--- src/spg_pkg.sv ---
// Shared constants and types for the stack pointer guard unit.
// Assumes a 16-bit data path and a 23-bit program counter.
`default_nettype none

package spg_pkg;

  // Stack pointer reset value, also the lowest legal stack address
  localparam logic [15:0] SP_RESET    = 16'h1000;
  localparam logic [15:0] STACK_BASE  = 16'h1000;
  // One stack word is two byte addresses
  localparam logic [15:0] WORD_STEP   = 16'h0002;
  // Limit register value after reset; checking is off until a word write
  localparam logic [15:0] LIMIT_RESET = 16'h0000;
  // Last word below the top of data space; a push here wraps
  localparam logic [15:0] TOP_WORD    = 16'hFFFE;
  // Frame-active flag position in the core control register
  localparam int unsigned FA_BIT      = 2;
  // Upper byte of the second stacked word for calls
  localparam logic [7:0]  CALL_HI_BYTE = 8'h00;
  // Program counter width and the split between stacked words
  localparam int unsigned PC_W        = 23;
  localparam int unsigned PC_LO_W     = 16;

  // Operation codes issued by instruction execution
  typedef enum logic [3:0] {
    OP_PUSH   = 4'h0,
    OP_POP    = 4'h1,
    OP_CALL   = 4'h2,
    OP_IRQ    = 4'h3,
    OP_RET    = 4'h4,
    OP_RETURN_LITERAL_INSTR  = 4'h5,
    OP_RETURN_FROM_INTERRUPT_INSTR = 4'h6,
    OP_LNK    = 4'h7,
    OP_FRAME_UNLINK_INSTR   = 4'h8
  } spg_op_e;

  // Sequencer states, one-hot
  typedef enum logic [4:0] {
    ST_IDLE   = 5'b00001,
    ST_PUSH_HI = 5'b00010,
    ST_POP_RD = 5'b00100,
    ST_RET_HI = 5'b01000,
    ST_RET_LO = 5'b10000
  } spg_state_e;

endpackage

`default_nettype wire

--- src/spg_chk_if.sv ---
// Carrier between one address source and one address bound checker.
// Assumes one clock; all members are plain levels.
`timescale 1ns/1ps
`default_nettype none

interface spg_chk_if #(
  parameter int unsigned W = 16
);
  logic         valid; // Address is being used this cycle
  logic         push;  // Access grows the stack
  logic [W-1:0] addr;  // Effective address from the stack pointer
  logic [W-1:0] limit; // Current stack limit
  logic         en;    // Overflow checking armed
  logic         err;   // Stack error seen on this address

  modport req (output valid, push, addr, limit, en, input err);
  modport chk (input valid, push, addr, limit, en, output err);
endinterface

`default_nettype wire

--- src/spg_stack_guard.sv ---
// Stack pointer guard unit: stack pointer, limit, stacking sequencer,
// overflow/underflow checks and the frame-active flag.
// Assumes execution holds op_valid_i only while busy_o is low and
// data memory answers a read in the same cycle as mem_re_o.
//
// Notes on behaviour
// Stack pointer bit 0 always reads zero.
// Any reset loads stack pointer with 0x1000.
// Push writes then increments; pop decrements then reads.
// Core may read and write pointer freely; code drops a core write while a stack access moves it.
// Stack PC low word, then PC high bits.
// Call high word upper byte is zero.
// Exception high word carries status low byte.
// Stack addresses never paged, 16 bits only.
// Limit is 16 bits, bit 0 zero.
// First word limit write arms checking permanently.
// Push beyond limit by two traps.
// Calls and interrupt stacking also trap.
// Link with flag set, unlink clear, trap.
// Armed checking traps on wrap past 0xFFFF.
// Address below 0x1000 always traps.
// Software avoids stack read right after limit write.
// Flag at bit 2 confines frame pointer.
// Link sets flag, unlink clears it.
// Calls stack the flag, then clear it.
// Returns restore flag from stacked word.
// Data writes never change the flag.
// Push and pop act as pointer moves.
// Step is one word; trap is one-cycle pulse; code pulses each offending cycle, two for a call above the limit.
`timescale 1ns/1ps
`default_nettype none

module spg_stack_guard #(
  parameter int unsigned AW = 16 // Data address width
) (
  input  wire logic            clk_i,
  input  wire logic            nrst_i,
  // Operation request from instruction execution
  input  wire logic            op_valid_i,
  input  wire spg_pkg::spg_op_e op_i,
  input  wire logic [22:0]     pc_i,
  input  wire logic [7:0]      srl_i,
  input  wire logic [AW-1:0]   push_data_i,
  output logic                 busy_o,
  // Data memory port
  output logic [AW-1:0]        mem_addr_o,
  output logic [AW-1:0]        mem_wdata_o,
  output logic                 mem_we_o,
  output logic                 mem_re_o,
  input  wire logic [AW-1:0]   mem_rdata_i,
  // Pop and return results
  output logic [AW-1:0]        pop_data_o,
  output logic                 pop_valid_o,
  output logic [22:0]          ret_pc_o,
  output logic [7:0]           ret_srl_o,
  output logic                 ret_valid_o,
  // Stack pointer as a working register
  input  wire logic            sp_wr_i,
  input  wire logic [AW-1:0]   sp_wdata_i,
  output logic [AW-1:0]        sp_o,
  // Stack limit register
  input  wire logic            limit_wr_i,
  input  wire logic [1:0]      limit_be_i,
  input  wire logic [AW-1:0]   limit_wdata_i,
  output logic [AW-1:0]        limit_o,
  output logic                 check_en_o,
  // Other effective addresses formed from the stack pointer
  input  wire logic            ea_valid_i,
  input  wire logic            ea_push_i,
  input  wire logic [AW-1:0]   ea_i,
  // Frame pointer addressing
  input  wire logic [7:0]      fp_page_i,
  input  wire logic [AW-1:0]   fp_off_i,
  output logic [23:0]          fp_addr_o,
  output logic [15:0]          core_ctrl_o,
  // Stack error trap request
  output logic                 stack_err_o
);

  // Field split of the stacked words depends on a 16-bit path
  if (AW != 16) begin : g_aw_check
    $error("spg_stack_guard supports AW = 16 only");
  end

  spg_pkg::spg_state_e state;      // Sequencer state
  spg_pkg::spg_state_e next_state; // Following state
  logic [AW-1:0] sp;               // Stack pointer register
  logic [AW-1:0] limit;            // Stack limit register
  logic          chk_en;           // Overflow checking armed
  logic          is_exc;           // Current stacking is an exception
  logic          take;             // Request accepted this cycle
  logic          fa;               // Frame-active flag
  logic          fa_err;           // Link/unlink misuse
  logic          stacked;          // Second call word issued
  logic          restore;          // High return word arrives
  logic [AW-1:0] sp_dec;           // Pointer one word down
  logic [AW-1:0] sp_inc;           // Pointer one word up
  logic [AW-1:0] acc_addr;         // Address of access issued now
  logic          acc_valid;        // Access issued now
  logic          acc_push;         // Issued access is a write
  logic [AW-1:0] lim_next;         // Limit after byte lanes
  spg_chk_if #(.W(AW)) chk_seq (); // Sequencer accesses
  spg_chk_if #(.W(AW)) chk_ea ();  // Other pointer addresses

  // A request is only taken while idle
  assign busy_o = (state != spg_pkg::ST_IDLE);
  assign take   = op_valid_i && !busy_o;

  // Word steps; bit 0 stays zero since the step is even
  assign sp_inc = sp + spg_pkg::WORD_STEP;
  assign sp_dec = sp - spg_pkg::WORD_STEP;

  // Next state of the stacking sequencer
  always_comb begin
    next_state = state;
    unique case (state)
      spg_pkg::ST_IDLE: begin
        if (take) begin
          unique case (op_i)
            spg_pkg::OP_CALL, spg_pkg::OP_IRQ: next_state = spg_pkg::ST_PUSH_HI;
            spg_pkg::OP_POP:                   next_state = spg_pkg::ST_POP_RD;
            spg_pkg::OP_RET, spg_pkg::OP_RETURN_LITERAL_INSTR, spg_pkg::OP_RETURN_FROM_INTERRUPT_INSTR: next_state = spg_pkg::ST_RET_HI;
            default:            next_state = spg_pkg::ST_IDLE;
          endcase
        end
      end
      spg_pkg::ST_PUSH_HI: next_state = spg_pkg::ST_IDLE;
      spg_pkg::ST_POP_RD:  next_state = spg_pkg::ST_IDLE;
      spg_pkg::ST_RET_HI:  next_state = spg_pkg::ST_RET_LO;
      spg_pkg::ST_RET_LO:  next_state = spg_pkg::ST_IDLE;
      default:             next_state = spg_pkg::ST_IDLE; // Illegal one-hot codes fall back to idle
    endcase
  end

  // State register
  always_ff @(posedge clk_i or negedge nrst_i) begin
    if (!nrst_i) begin
      state <= spg_pkg::ST_IDLE;
    end else begin
      state <= next_state;
    end
  end

  // Remember whether the stacking came from an exception
  always_ff @(posedge clk_i or negedge nrst_i) begin
    if (!nrst_i) begin
      is_exc <= 1'b0;
    end else if (take) begin
      is_exc <= (op_i == spg_pkg::OP_IRQ);
    end
  end

  // Address of the access issued this cycle, for the checker.
  // Pushes use the pointer itself, pops the word below it.
  always_comb begin
    acc_valid = 1'b0;
    acc_push  = 1'b0;
    acc_addr  = sp;
    if (take) begin
      unique case (op_i)
        spg_pkg::OP_PUSH, spg_pkg::OP_CALL, spg_pkg::OP_IRQ: begin
          acc_valid = 1'b1;
          acc_push  = 1'b1;
        end
        spg_pkg::OP_POP, spg_pkg::OP_RET, spg_pkg::OP_RETURN_LITERAL_INSTR, spg_pkg::OP_RETURN_FROM_INTERRUPT_INSTR: begin
          acc_valid = 1'b1;
          acc_addr  = sp_dec;
        end
        default: acc_valid = 1'b0;
      endcase
    end else if (state == spg_pkg::ST_PUSH_HI) begin
      acc_valid = 1'b1;
      acc_push  = 1'b1;
    end else if (state == spg_pkg::ST_RET_HI) begin
      acc_valid = 1'b1;
      acc_addr  = sp_dec;
    end
  end

  // Stack pointer: automatic updates win over a core write, which
  // is only honoured when no stack access moves the pointer.
  always_ff @(posedge clk_i or negedge nrst_i) begin
    if (!nrst_i) begin
      sp <= spg_pkg::SP_RESET;
    end else if (acc_valid && acc_push) begin
      sp <= sp_inc;
    end else if (acc_valid) begin
      sp <= sp_dec;
    end else if (sp_wr_i) begin
      sp <= {sp_wdata_i[AW-1:1], 1'b0};
    end
  end
  assign sp_o = sp;

  // Memory request, registered; only 16-bit addresses exist
  always_ff @(posedge clk_i or negedge nrst_i) begin
    if (!nrst_i) begin
      mem_addr_o  <= '0;
      mem_wdata_o <= '0;
      mem_we_o    <= 1'b0;
      mem_re_o    <= 1'b0;
    end else begin
      mem_we_o   <= acc_valid && acc_push;
      mem_re_o   <= acc_valid && !acc_push;
      mem_addr_o <= acc_addr;
      if (take && op_i == spg_pkg::OP_PUSH) begin
        mem_wdata_o <= push_data_i;
      end else if (take) begin
        mem_wdata_o <= pc_i[AW-1:0];
      end else if (state == spg_pkg::ST_PUSH_HI && is_exc) begin
        mem_wdata_o <= {srl_i, pc_i[22:16], fa};
      end else if (state == spg_pkg::ST_PUSH_HI) begin
        mem_wdata_o <= {spg_pkg::CALL_HI_BYTE, pc_i[22:16], fa};
      end
    end
  end

  // Results of pops and returns, captured from memory
  always_ff @(posedge clk_i or negedge nrst_i) begin
    if (!nrst_i) begin
      pop_data_o  <= '0;
      pop_valid_o <= 1'b0;
      ret_pc_o    <= '0;
      ret_srl_o   <= '0;
      ret_valid_o <= 1'b0;
    end else begin
      pop_valid_o <= (state == spg_pkg::ST_POP_RD);
      ret_valid_o <= (state == spg_pkg::ST_RET_LO);
      if (state == spg_pkg::ST_POP_RD) begin
        pop_data_o <= mem_rdata_i;
      end
      if (state == spg_pkg::ST_RET_HI) begin
        ret_pc_o[22:16] <= mem_rdata_i[7:1];
        ret_srl_o       <= mem_rdata_i[15:8];
      end
      if (state == spg_pkg::ST_RET_LO) begin
        ret_pc_o[15:0] <= mem_rdata_i;
      end
    end
  end

  // Limit register: byte lanes update, bit 0 held at zero
  always_comb begin
    lim_next = limit;
    if (limit_be_i[0]) begin
      lim_next[7:0] = limit_wdata_i[7:0];
    end
    if (limit_be_i[1]) begin
      lim_next[15:8] = limit_wdata_i[15:8];
    end
    lim_next[0] = 1'b0;
  end

  always_ff @(posedge clk_i or negedge nrst_i) begin
    if (!nrst_i) begin
      limit <= spg_pkg::LIMIT_RESET;
    end else if (limit_wr_i) begin
      limit <= lim_next;
    end
  end
  assign limit_o = limit;

  // Checking arms on a word write only and stays armed until reset;
  // a byte write alone leaves it off.
  always_ff @(posedge clk_i or negedge nrst_i) begin
    if (!nrst_i) begin
      chk_en <= 1'b0;
    end else if (limit_wr_i && (limit_be_i == 2'b11)) begin
      chk_en <= 1'b1;
    end
  end
  assign check_en_o = chk_en;

  // Checker for accesses issued by the sequencer
  assign chk_seq.valid = acc_valid;
  assign chk_seq.push  = acc_push;
  assign chk_seq.addr  = acc_addr;
  assign chk_seq.limit = limit;
  assign chk_seq.en    = chk_en;

  spg_bound_chk #(.W(AW)) u_chk_seq (.c(chk_seq));

  // Checker for other pointer-based addresses formed by execution
  assign chk_ea.valid = ea_valid_i;
  assign chk_ea.push  = ea_push_i;
  assign chk_ea.addr  = ea_i;
  assign chk_ea.limit = limit;
  assign chk_ea.en    = chk_en;

  spg_bound_chk #(.W(AW)) u_chk_ea (.c(chk_ea));

  // Frame flag control strobes
  assign stacked = (state == spg_pkg::ST_PUSH_HI);
  assign restore = (state == spg_pkg::ST_RET_HI);

  spg_frame_flag u_frame (
    .clk_i         (clk_i),
    .nrst_i        (nrst_i),
    .link_i        (take && op_i == spg_pkg::OP_LNK),
    .unlink_i      (take && op_i == spg_pkg::OP_FRAME_UNLINK_INSTR),
    .stacked_i     (stacked),
    .restore_i     (restore),
    .restore_val_i (mem_rdata_i[0]),
    .flag_o        (fa),
    .err_o         (fa_err)
  );

  // Frame pointer: paged when the flag is clear, base space when set
  always_ff @(posedge clk_i or negedge nrst_i) begin
    if (!nrst_i) begin
      fp_addr_o <= '0;
    end else if (fa) begin
      fp_addr_o <= {8'h00, fp_off_i};
    end else begin
      fp_addr_o <= {fp_page_i, fp_off_i};
    end
  end

  // Only the flag of the core control register lives here
  always_comb begin
    core_ctrl_o = '0;
    core_ctrl_o[spg_pkg::FA_BIT] = fa;
  end

  // Trap request: one registered pulse per offending cycle
  always_ff @(posedge clk_i or negedge nrst_i) begin
    if (!nrst_i) begin
      stack_err_o <= 1'b0;
    end else begin
      stack_err_o <= chk_seq.err || chk_ea.err || fa_err;
    end
  end

endmodule

`default_nettype wire

--- src/spg_bound_chk.sv ---
// Combinational bound checker for one stack effective address.
// Assumes addresses are even; one instance per address source.
`timescale 1ns/1ps
`default_nettype none

module spg_bound_chk #(
  parameter int unsigned W = 16
) (
  spg_chk_if.chk c
);

  // The compare constants are 16 bits wide
  if (W != 16) begin : g_w_check
    $error("spg_bound_chk supports W = 16 only");
  end

  logic under; // Below the stack base
  logic over;  // Beyond limit by two or more
  logic wrap;  // Increment would pass the top of data space

  // Underflow holds whether or not checking is armed
  assign under = (c.addr < spg_pkg::STACK_BASE);
  // Pointer above the limit means it exceeds it by a whole word
  assign over  = c.en && c.push && (c.addr > c.limit);
  assign wrap  = c.en && c.push && (c.addr == spg_pkg::TOP_WORD);
  assign c.err = c.valid && (under || over || wrap);

endmodule

`default_nettype wire

--- src/spg_frame_flag.sv ---
// Frame-active flag: set by link, cleared by unlink or call stacking.
// Assumes at most one of set, clear and restore per cycle.
`timescale 1ns/1ps
`default_nettype none

module spg_frame_flag (
  input  wire logic clk_i,
  input  wire logic nrst_i,
  input  wire logic link_i,    // Frame link executes
  input  wire logic unlink_i,  // Frame unlink executes
  input  wire logic stacked_i, // Call or interrupt stacking done
  input  wire logic restore_i, // Return reloads the flag
  input  wire logic restore_val_i,
  output logic      flag_o,
  output logic      err_o      // Misuse of link or unlink
);

  // No data write path exists, so software cannot alter the flag
  always_ff @(posedge clk_i or negedge nrst_i) begin
    if (!nrst_i) begin
      flag_o <= 1'b0;
    end else if (restore_i) begin
      flag_o <= restore_val_i;
    end else if (link_i) begin
      flag_o <= 1'b1;
    end else if (unlink_i || stacked_i) begin
      flag_o <= 1'b0;
    end
  end

  // Link on an active frame or unlink on none is an error
  assign err_o = (link_i && flag_o) || (unlink_i && !flag_o);

endmodule

`default_nettype wire

--- config.mk ---
export PLATFORM = sky130hd
export DESIGN_NAME = spg_stack_guard
export DESIGN_NICKNAME = d
export VERILOG_FILES = /design/src/spg_pkg.sv /design/src/spg_chk_if.sv /design/src/spg_stack_guard.sv /design/src/spg_bound_chk.sv /design/src/spg_frame_flag.sv
export SDC_FILE = /design/constraint.sdc
export NUM_CORES = 1
export LEC_CHECK = 0
export BUFFER_PORTS_ARGS = -buffer_cell sky130_fd_sc_hd__buf_2
export CORE_ASPECT_RATIO = 1.5
export CORE_MARGIN = 5
export CORE_UTILIZATION = 46
export CTS_CLUSTER_SIZE = 40
export DETAILED_ROUTE_END_ITERATION = 10
export PLACE_DENSITY = 0.76
export SYNTH_ARGS = -nofsm -noshare
export SYNTH_HDL_FRONTEND = slang
export SYNTH_SLANG_ARGS = --single-unit
export TNS_END_PERCENT = 1
--- constraint.sdc ---
create_clock -name clk_i -period 7.2 [get_ports clk_i]
set_clock_uncertainty 0.05 [all_clocks]
set_input_delay 0.72 -clock clk_i [delete_from_list [all_inputs] [get_ports clk_i]]
set_output_delay 0.72 -clock clk_i [all_outputs]
set_load 0.05 [all_outputs]
==> impl_results.md, run 1 <==
* Worst hold-check path type: primary input to asynchronous set/reset pin
* Initial antenna violation count at 3
* Post-route cell area at 9720 µm²
* First-pass GRT wire length at 36.6 mm
* Cts hold-fix bufs at 0
* Commonest cells in the synthesized netlist: nand2_1, dfrtp_1, o21ai_0
* CTS tree: done
* RSZ-0062 raised after global routing: false
* Ranking of synthesized cells by area: dfrtp_1, nand2_1, ha_1
* Yosys cell types at 80
* Worst-skew pair later-pin latency at 0.42 ns
* VDD IR-drop max at 225 µV
* Remaining DRCs at 0
* DP Area at 9140 µm²
* Routed len/inst at 17.5 µm
* Worst EP required at 7.42 ns
* Vias per cell at 5.33
* Crit path max fanout at 25
* Final WL at 23.0 mm
* Yosys top cell area share at 46.8%
* Final core occ at 59.8%
* Die height at 168 µm
* Post-synthesis simple-gate area fraction at 22.4%
* Root buf cell: clkbuf_16
* Synth Area in XOR/XNOR at 2.63%
* I/O pin count at 306
* Final period utilization at 65.8%
* Synth Area in Adders at 5.23%
* Share of layout cells above drive strength 1 at 32.8%
* Max-slew violation count at 0
* R2R depth at 16
* FF+latch count, synth at 145
* Critical path's slowest cell: clkinv_1
* Area grow syn2layout at 27.1%
* CP Cell Sequence: or3_1 -> or2_1 -> buf_4 -> clkinv_4 -> nor2_2 -> clkinv_1 -> and2_1 -> xor2_1 -> ha_1 -> and3_1 -> nand4_1 -> o21bai_1 -> a21oi_1 -> o32a_1 -> a2111oi_2 -> a221oi_2
* Worst r2r src: state[0]
* YS warnings at 0
* Logic pwr share at 34.8%
* Final hold violations at 0
* Pleak at 4.77 nW
* Post-synthesis async set-or-reset flop share at 100%
* Worst-path clk slew at 0.07 ns
* Post-CTS Setup Inserts at 0
* R2r endpoint: stack_err_o
* ANT nets after route at 0
* H-tree depth at 4
* Placed Cells at 1280
* Core Rows at 57
* EDFF count, synth at 0
* Core ar. at 16300 µm²
* Area leader, netlist: dfrtp_1
* Power share of the clock group at 29.3%
* Area of the die at 19400 µm²
* CTS Sinks at 145
* Total CTS buffers at 17
* Largest family of logic cells by synthesized area: simple AND/OR/NAND/NOR gates
* Vias in the first global route at 7359
* Crit path DAT at 4.96 ns
* Via count at 6997
* Largest net degree at the start of global routing at 75
* Critical path launch point type: register
* WS Path Type: register to register
* Complex-gate fraction of the synthesized area at 13.9%
* CP Capture Type: register
* Post-synthesis mux area share at 2.63%
* Worst-Margin Slew at 0.920 ns
* Port bufs at 285
* Total Routing Usage GR at 24.0%
* Total gr overflow at 0
* Drt first pass iters at 4
* Int Pwr at 0.00170 W
* Final std cells w/o fill at 1312
* Gpl congestion at 0.936
* Sequential area share after synthesis at 47.5%
* Switching portion of total power at 41.9%
* Count leader, synth: nand2_1
* Avg Cell Area, Syn at 9.25 µm²
* Nets at 1273
* Starting density of the core at 47.0%
* Relative slew slack at 38.7%
* CTS Buffer Depth at 2
* Chip width at 115 µm
* DR iter-0 viols at 403
* Seq pwr share at 35.8%
* Post-layout power at 0.00293 W
* Peak Freq at 211 MHz
* Post-CTS resize count at 0
* Synth Flop Type: dfrtp_1
* Setup-failing EPs final at 0
* Setup TNS at 0 ns
* Slowest cell delay on critical path at 0.65 ns
* Setup slack, reg-to-reg at 2.46 ns
* Synth Cell Area at 7650 µm²
* Detail Placement HPWL at 17.6 mm
* Status: completed
* Maximum capacitance violations at 0
* Power per Cell Area at 301 nW/µm²
* Crit path time final at 4.74 ns
* Sw Pwr at 0.00123 W
* Synth Instances at 827
cells by family after synthesis:
| group | count (synthesis) |
|---|---|
| other cells | 1 |
| xor+xnor | 23 |
| flops | 145 |
| simple gates | 364 |
| fa+ha+maj | 32 |
| buf+inv | 92 |
| mux | 18 |
| compound gates | 152 |
area by class of cell:
cell class | count | area, µm²
diodes | 1 | 2.50
clock buffers | 19 | 453
clock inverters | 12 | 124
fillers | 1483 | 6540
inverters | 31 | 121
multi-input cells | 607 | 3650
flip-flops and latches | 145 | 3630
well taps | 206 | 258
repair buffers | 291 | 1480
how the worst max path moves through the flow:
stage	startpoint	endpoint	slack [ns]	cells after the start
2_1_floorplan	sp_o[1]	stack_err_o	3.36	16
3_5_place_dp	state[0]	stack_err_o	2.50	16
4_1_cts	state[0]	stack_err_o	2.48	16
5_1_grt	state[0]	stack_err_o	2.15	16
3_3_place_gp	state[0]	stack_err_o	2.55	16
6_report	state[0]	stack_err_o	2.46	16
metrics by stage:
stage,hold WS (ns),worst slack [ns]
floorplan,0.374,3.36
global placement,0.403,2.55
detailed placement,0.407,2.50
CTS,0.277,2.48
global route,0.302,2.15
finish,0.242,2.46
power groups by stage:
stage	clock network [W]	logic [W]	registers, W
final	0.000859	0.00102	0.00105
after global routing	0.000916	0.00109	0.00107
after CTS	0.000878	0.00103	0.00105
after detailed placement	0	0.00103	0.00106
after global placement	0	0.00101	0.00106
after floorplan	0	0.000350	0.00145
flip-flops by register name, indices dropped and copies added (netlist names):
signal	count
ret_srl_o	8
check_en_o	1
ret_valid_o	1
mem_addr_o	15
mem_wdata_o	16
state	5
pop_valid_o	1
pop_data_o	16
fp_addr_o	24
mem_we_o	1
stack_err_o	1
mem_re_o	1
u_frame.flag_o	1
is_exc	1
limit_o	15
sp_o	15
ret_pc_o	23
placed cells by master, fill, tap and decap left out, types with 8 or more instances in the layout:
cell type,n
xnor2_1,15
a21oi_1,21
a211oi_1,14
nor3_1,18
ha_1,32
xor2_1,8
a221oi_1,8
nand3_1,11
dfrtp_1,143
nand4_1,8
nand2_1,215
nor2_1,28
conb_1,18
a31oi_1,10
and3_1,12
mux2_2,17
inv_1,27
buf_2,284
clkbuf_16,17
nor2b_1,17
o21ai_0,45
per-layer routing:
layer | vias to the layer above | share of wire, % | global-route usage (%)
li1 | 3365 | - | -
met2 | 300 | 52 | 41.9
met1 | 3273 | 36 | 26.4
met5 | - | 0.11 | 0
met4 | 4 | 3.3 | 11.0
met3 | 55 | 8.5 | 7.07
critical path: cells and delay by family (launching register included):
kind	cells	cell delay [ns]
AND/OR/NAND/NOR	6	1.45
buffers and inverters	3	1.23
AO/OA/AOI/OAI	5	0.82
flip-flops	1	0.56
adder cells (fa/ha/maj)	1	0.29
XOR/XNOR	1	0.16
No activity file was read; power rests on OpenSTA's default activity.
==> run 2, diff against run 1 <==
- ABC_AREA: default -> 1
- CORE_UTILIZATION: 46 -> 44
- PLACE_DENSITY: 0.76 -> 0.77
- clock period: 7.2 -> 3.8 ns (I/O delays scaled with it)
==> run 2 against run 1 <==
Compared with the run above:
- count of clock-buffer cells in the layout decreased by 2
- flip-flop and latch count unchanged
- synthesized cell count increased by 6.9%
- synthesized area decreased by 4.2%
==> impl_results.md, run 2 <==
* Detail Placement HPWL at 17.7 mm
* Initial antenna violation count at 0
* Pleak at 5.16 nW
* Most common cell after layout, fill and taps aside: buf_2
* Remaining DRCs at 0
* Total gr overflow at 0
* WP buf/inv at 4
* Yosys top cell area share at 48.8%
* Area grow syn2layout at 31.0%
* Cell depth of the worst setup path at 21
* Post-synthesis async set-or-reset flop share at 100%
* Total CTS buffers at 17
* Setup-failing EPs final at 0
* Top flop regs: fp_addr_o (24), ret_pc_o (23)
* First-pass GRT wire length at 36.0 mm
* Worst-skew pair later-pin latency at 0.42 ns
* Chip width at 115 µm
* Drt first pass iters at 5
* I/O pin count at 306
* Crit path max fanout at 7
* Peak Freq at 307 MHz
* Commonest cells in the synthesized netlist: nand2_1, dfrtp_1, inv_1
* FF+latch count, synth at 145
* Area of the die at 19400 µm²
* Status: completed
* CP Cell Sequence: clkinv_1 -> ha_1 -> nand3_1 -> inv_1 -> nand2_1 -> xor2_1 -> nor2_1 -> nor2_2 -> inv_1 -> ha_1 -> nand2_1 -> inv_1 -> nand3_1 -> nor3_1 -> nand2_1 -> o211ai_1 -> nor2_1 -> nor2_1 -> nand2_1 -> nand2_1 -> nand2_1
* Core Rows at 57
* Nets at 1356
* Final period utilization at 85.8%
* Sequential area share after synthesis at 49.5%
* Max-slew violation count at 0
* Synth Cell Area at 7330 µm²
* Worst EP required at 4.06 ns
* Largest net degree at the start of global routing at 80
* Synth Flop Type: dfrtp_1
* Routed len/inst at 16.6 µm
* Avg Cell Area, Syn at 8.29 µm²
* Gpl congestion at 0.901
* Die height at 168 µm
* Critical path's slowest cell: dfrtp_1
* Cts hold-fix bufs at 12
* Worst hold-check path type: primary input to register
* CTS Buffer Depth at 2
* Worst-Margin Slew at 1.09 ns
* Ranking of synthesized cells by area: dfrtp_1, nand2_1, o21ai_0
* EDFF count, synth at 0
* Power per Cell Area at 737 nW/µm²
* Most used cell along the critical path: nand2_1
* CTS Sinks at 145
* Final WL at 23.1 mm
* Placement-stage worst setup slack at 0.608 ns
* Post-CTS resize count at 0
* Setup slack, reg-to-reg at 0.54 ns
* YS warnings at 0
* Relative slew slack at 27.5%
* CTS tree: done
* CP Capture Type: register
* RSZ-0062 raised after global routing: false
* Critical path launch point type: register
* Share of layout cells above drive strength 1 at 28.9%
* WHS Path Cells at 1
* Count leader, synth: nand2_1
* VDD IR-drop max at 608 µV
* Vias per cell at 5.10
* Setup WS post-layout at 0.541 ns
* ANT nets after route at 0
* WS Path Type: register to register
* Root buf cell: clkbuf_16
* Slowest cell delay on critical path at 0.49 ns
* Via count at 7111
* Crit path max-delay family: simple AND/OR/NAND/NOR gates
* R2R depth at 21
* Crit path DAT at 3.52 ns
* Most frequent cells in the layout: buf_2, nand2_1, dfrtp_1
* H-tree depth at 4
* Reg with most FFs: fp_addr_o
* Synth Instances at 884
* Maximum capacitance violations at 0
* Core ar. at 16300 µm²
* Final hold violations at 0
* Area leader, netlist: dfrtp_1
* DR iter-0 viols at 587
* Vias in the first global route at 6894
* Post-CTS Setup Inserts at 0
* Max reg flops at 24
* Starting density of the core at 45.1%
* Total Routing Usage GR at 23.7%
* Hold WS at 0.0253 ns
* Ant diodes at 0
* Setup TNS at 0 ns
* Crit path time final at 3.26 ns
* Port bufs at 285
* Yosys cell types at 43
* Worst-path clk slew at 0.07 ns
==> run 2: cell families (layout without fill, tap and decap cells) <==
family | after synthesis | count (layout) | synth area share (%)
AOI/OAI and AO/OA | 172 | 172 | 13.3
xor gates and xnor gates | 9 | 9 | 1.08
adders and majority gates | 32 | 32 | 5.46
buffers and inverters | 146 | 434 | 8.74
DFF | 145 | 145 | 49.5
muxes | 2 | 2 | 0.290
other | 1 | 18 | 0.0512
and+or+nand+nor | 377 | 377 | 21.5
==> run 2: final cells by class <==
type | instances | area [µm²]
sequential | 145 | 3630
clock inverter | 15 | 180
multi-input combinational | 610 | 3120
tap | 206 | 258
fill | 1448 | 6660
inverter | 97 | 364
clock buffer | 17 | 425
timing repair buffer | 305 | 1620
==> run 2: routing by layer <==
layer / track usage [%] / share of wire [%] / up-vias
met5: 0 / 0 / -
met4: 8.73 / 3.2 / 0
met3: 4.81 / 6.7 / 61
met2: 40.6 / 52 / 295
li1: - / - / 3464
met1: 29.3 / 38 / 3291
==> run 2: worst paths after layout <==
check | start | end
max | sp_o[1] | stack_err_o
min | fp_off_i[13] | fp_addr_o[13]
max reg2reg | sp_o[1] | stack_err_o
min reg2reg | pop_data_o[15] | pop_data_o[15]
max in group asynchronous | nrst_i | ret_srl_o[1]
min in group asynchronous | nrst_i | mem_wdata_o[2]
==> run 2: metrics by stage <==
step / cell area, µm² / power [W] / utilization [%] / cells
detailed placement: 8850 / 0.00539 / 54.4 / 1349
floorplan: 7390 / 0.00453 / - / 901
finish: 9600 / 0.00707 / 59.0 / 1395
global route: 9600 / 0.00747 / 59.0 / 1395
CTS: 9580 / 0.00712 / 58.9 / 1393
global placement: 8850 / 0.00533 / 54.4 / 1349
==> run 2: worst reg2reg max path, stage by stage, from the launching register on <==
cell and delay (ns):
dfrtp_1 0.49, clkinv_1 0.27, ha_1 0.34, nand3_1 0.15
inv_1 0.06, nand2_1 0.08, xor2_1 0.15, nor2_1 0.09
nor2_2 0.14, inv_1 0.07, ha_1 0.30, nand2_1 0.06
inv_1 0.06, nand3_1 0.09, nor3_1 0.20, nand2_1 0.08
o211ai_1 0.16, nor2_1 0.07, nor2_1 0.10, nand2_1 0.05
nand2_1 0.05, nand2_1 0.05
==> run 2: power breakdown <==
part           internal [W]  switching, W  total, W
clock              0.000894      0.000797   0.00169
combinational      0.000727       0.00241   0.00314
sequential          0.00193      0.000311   0.00224
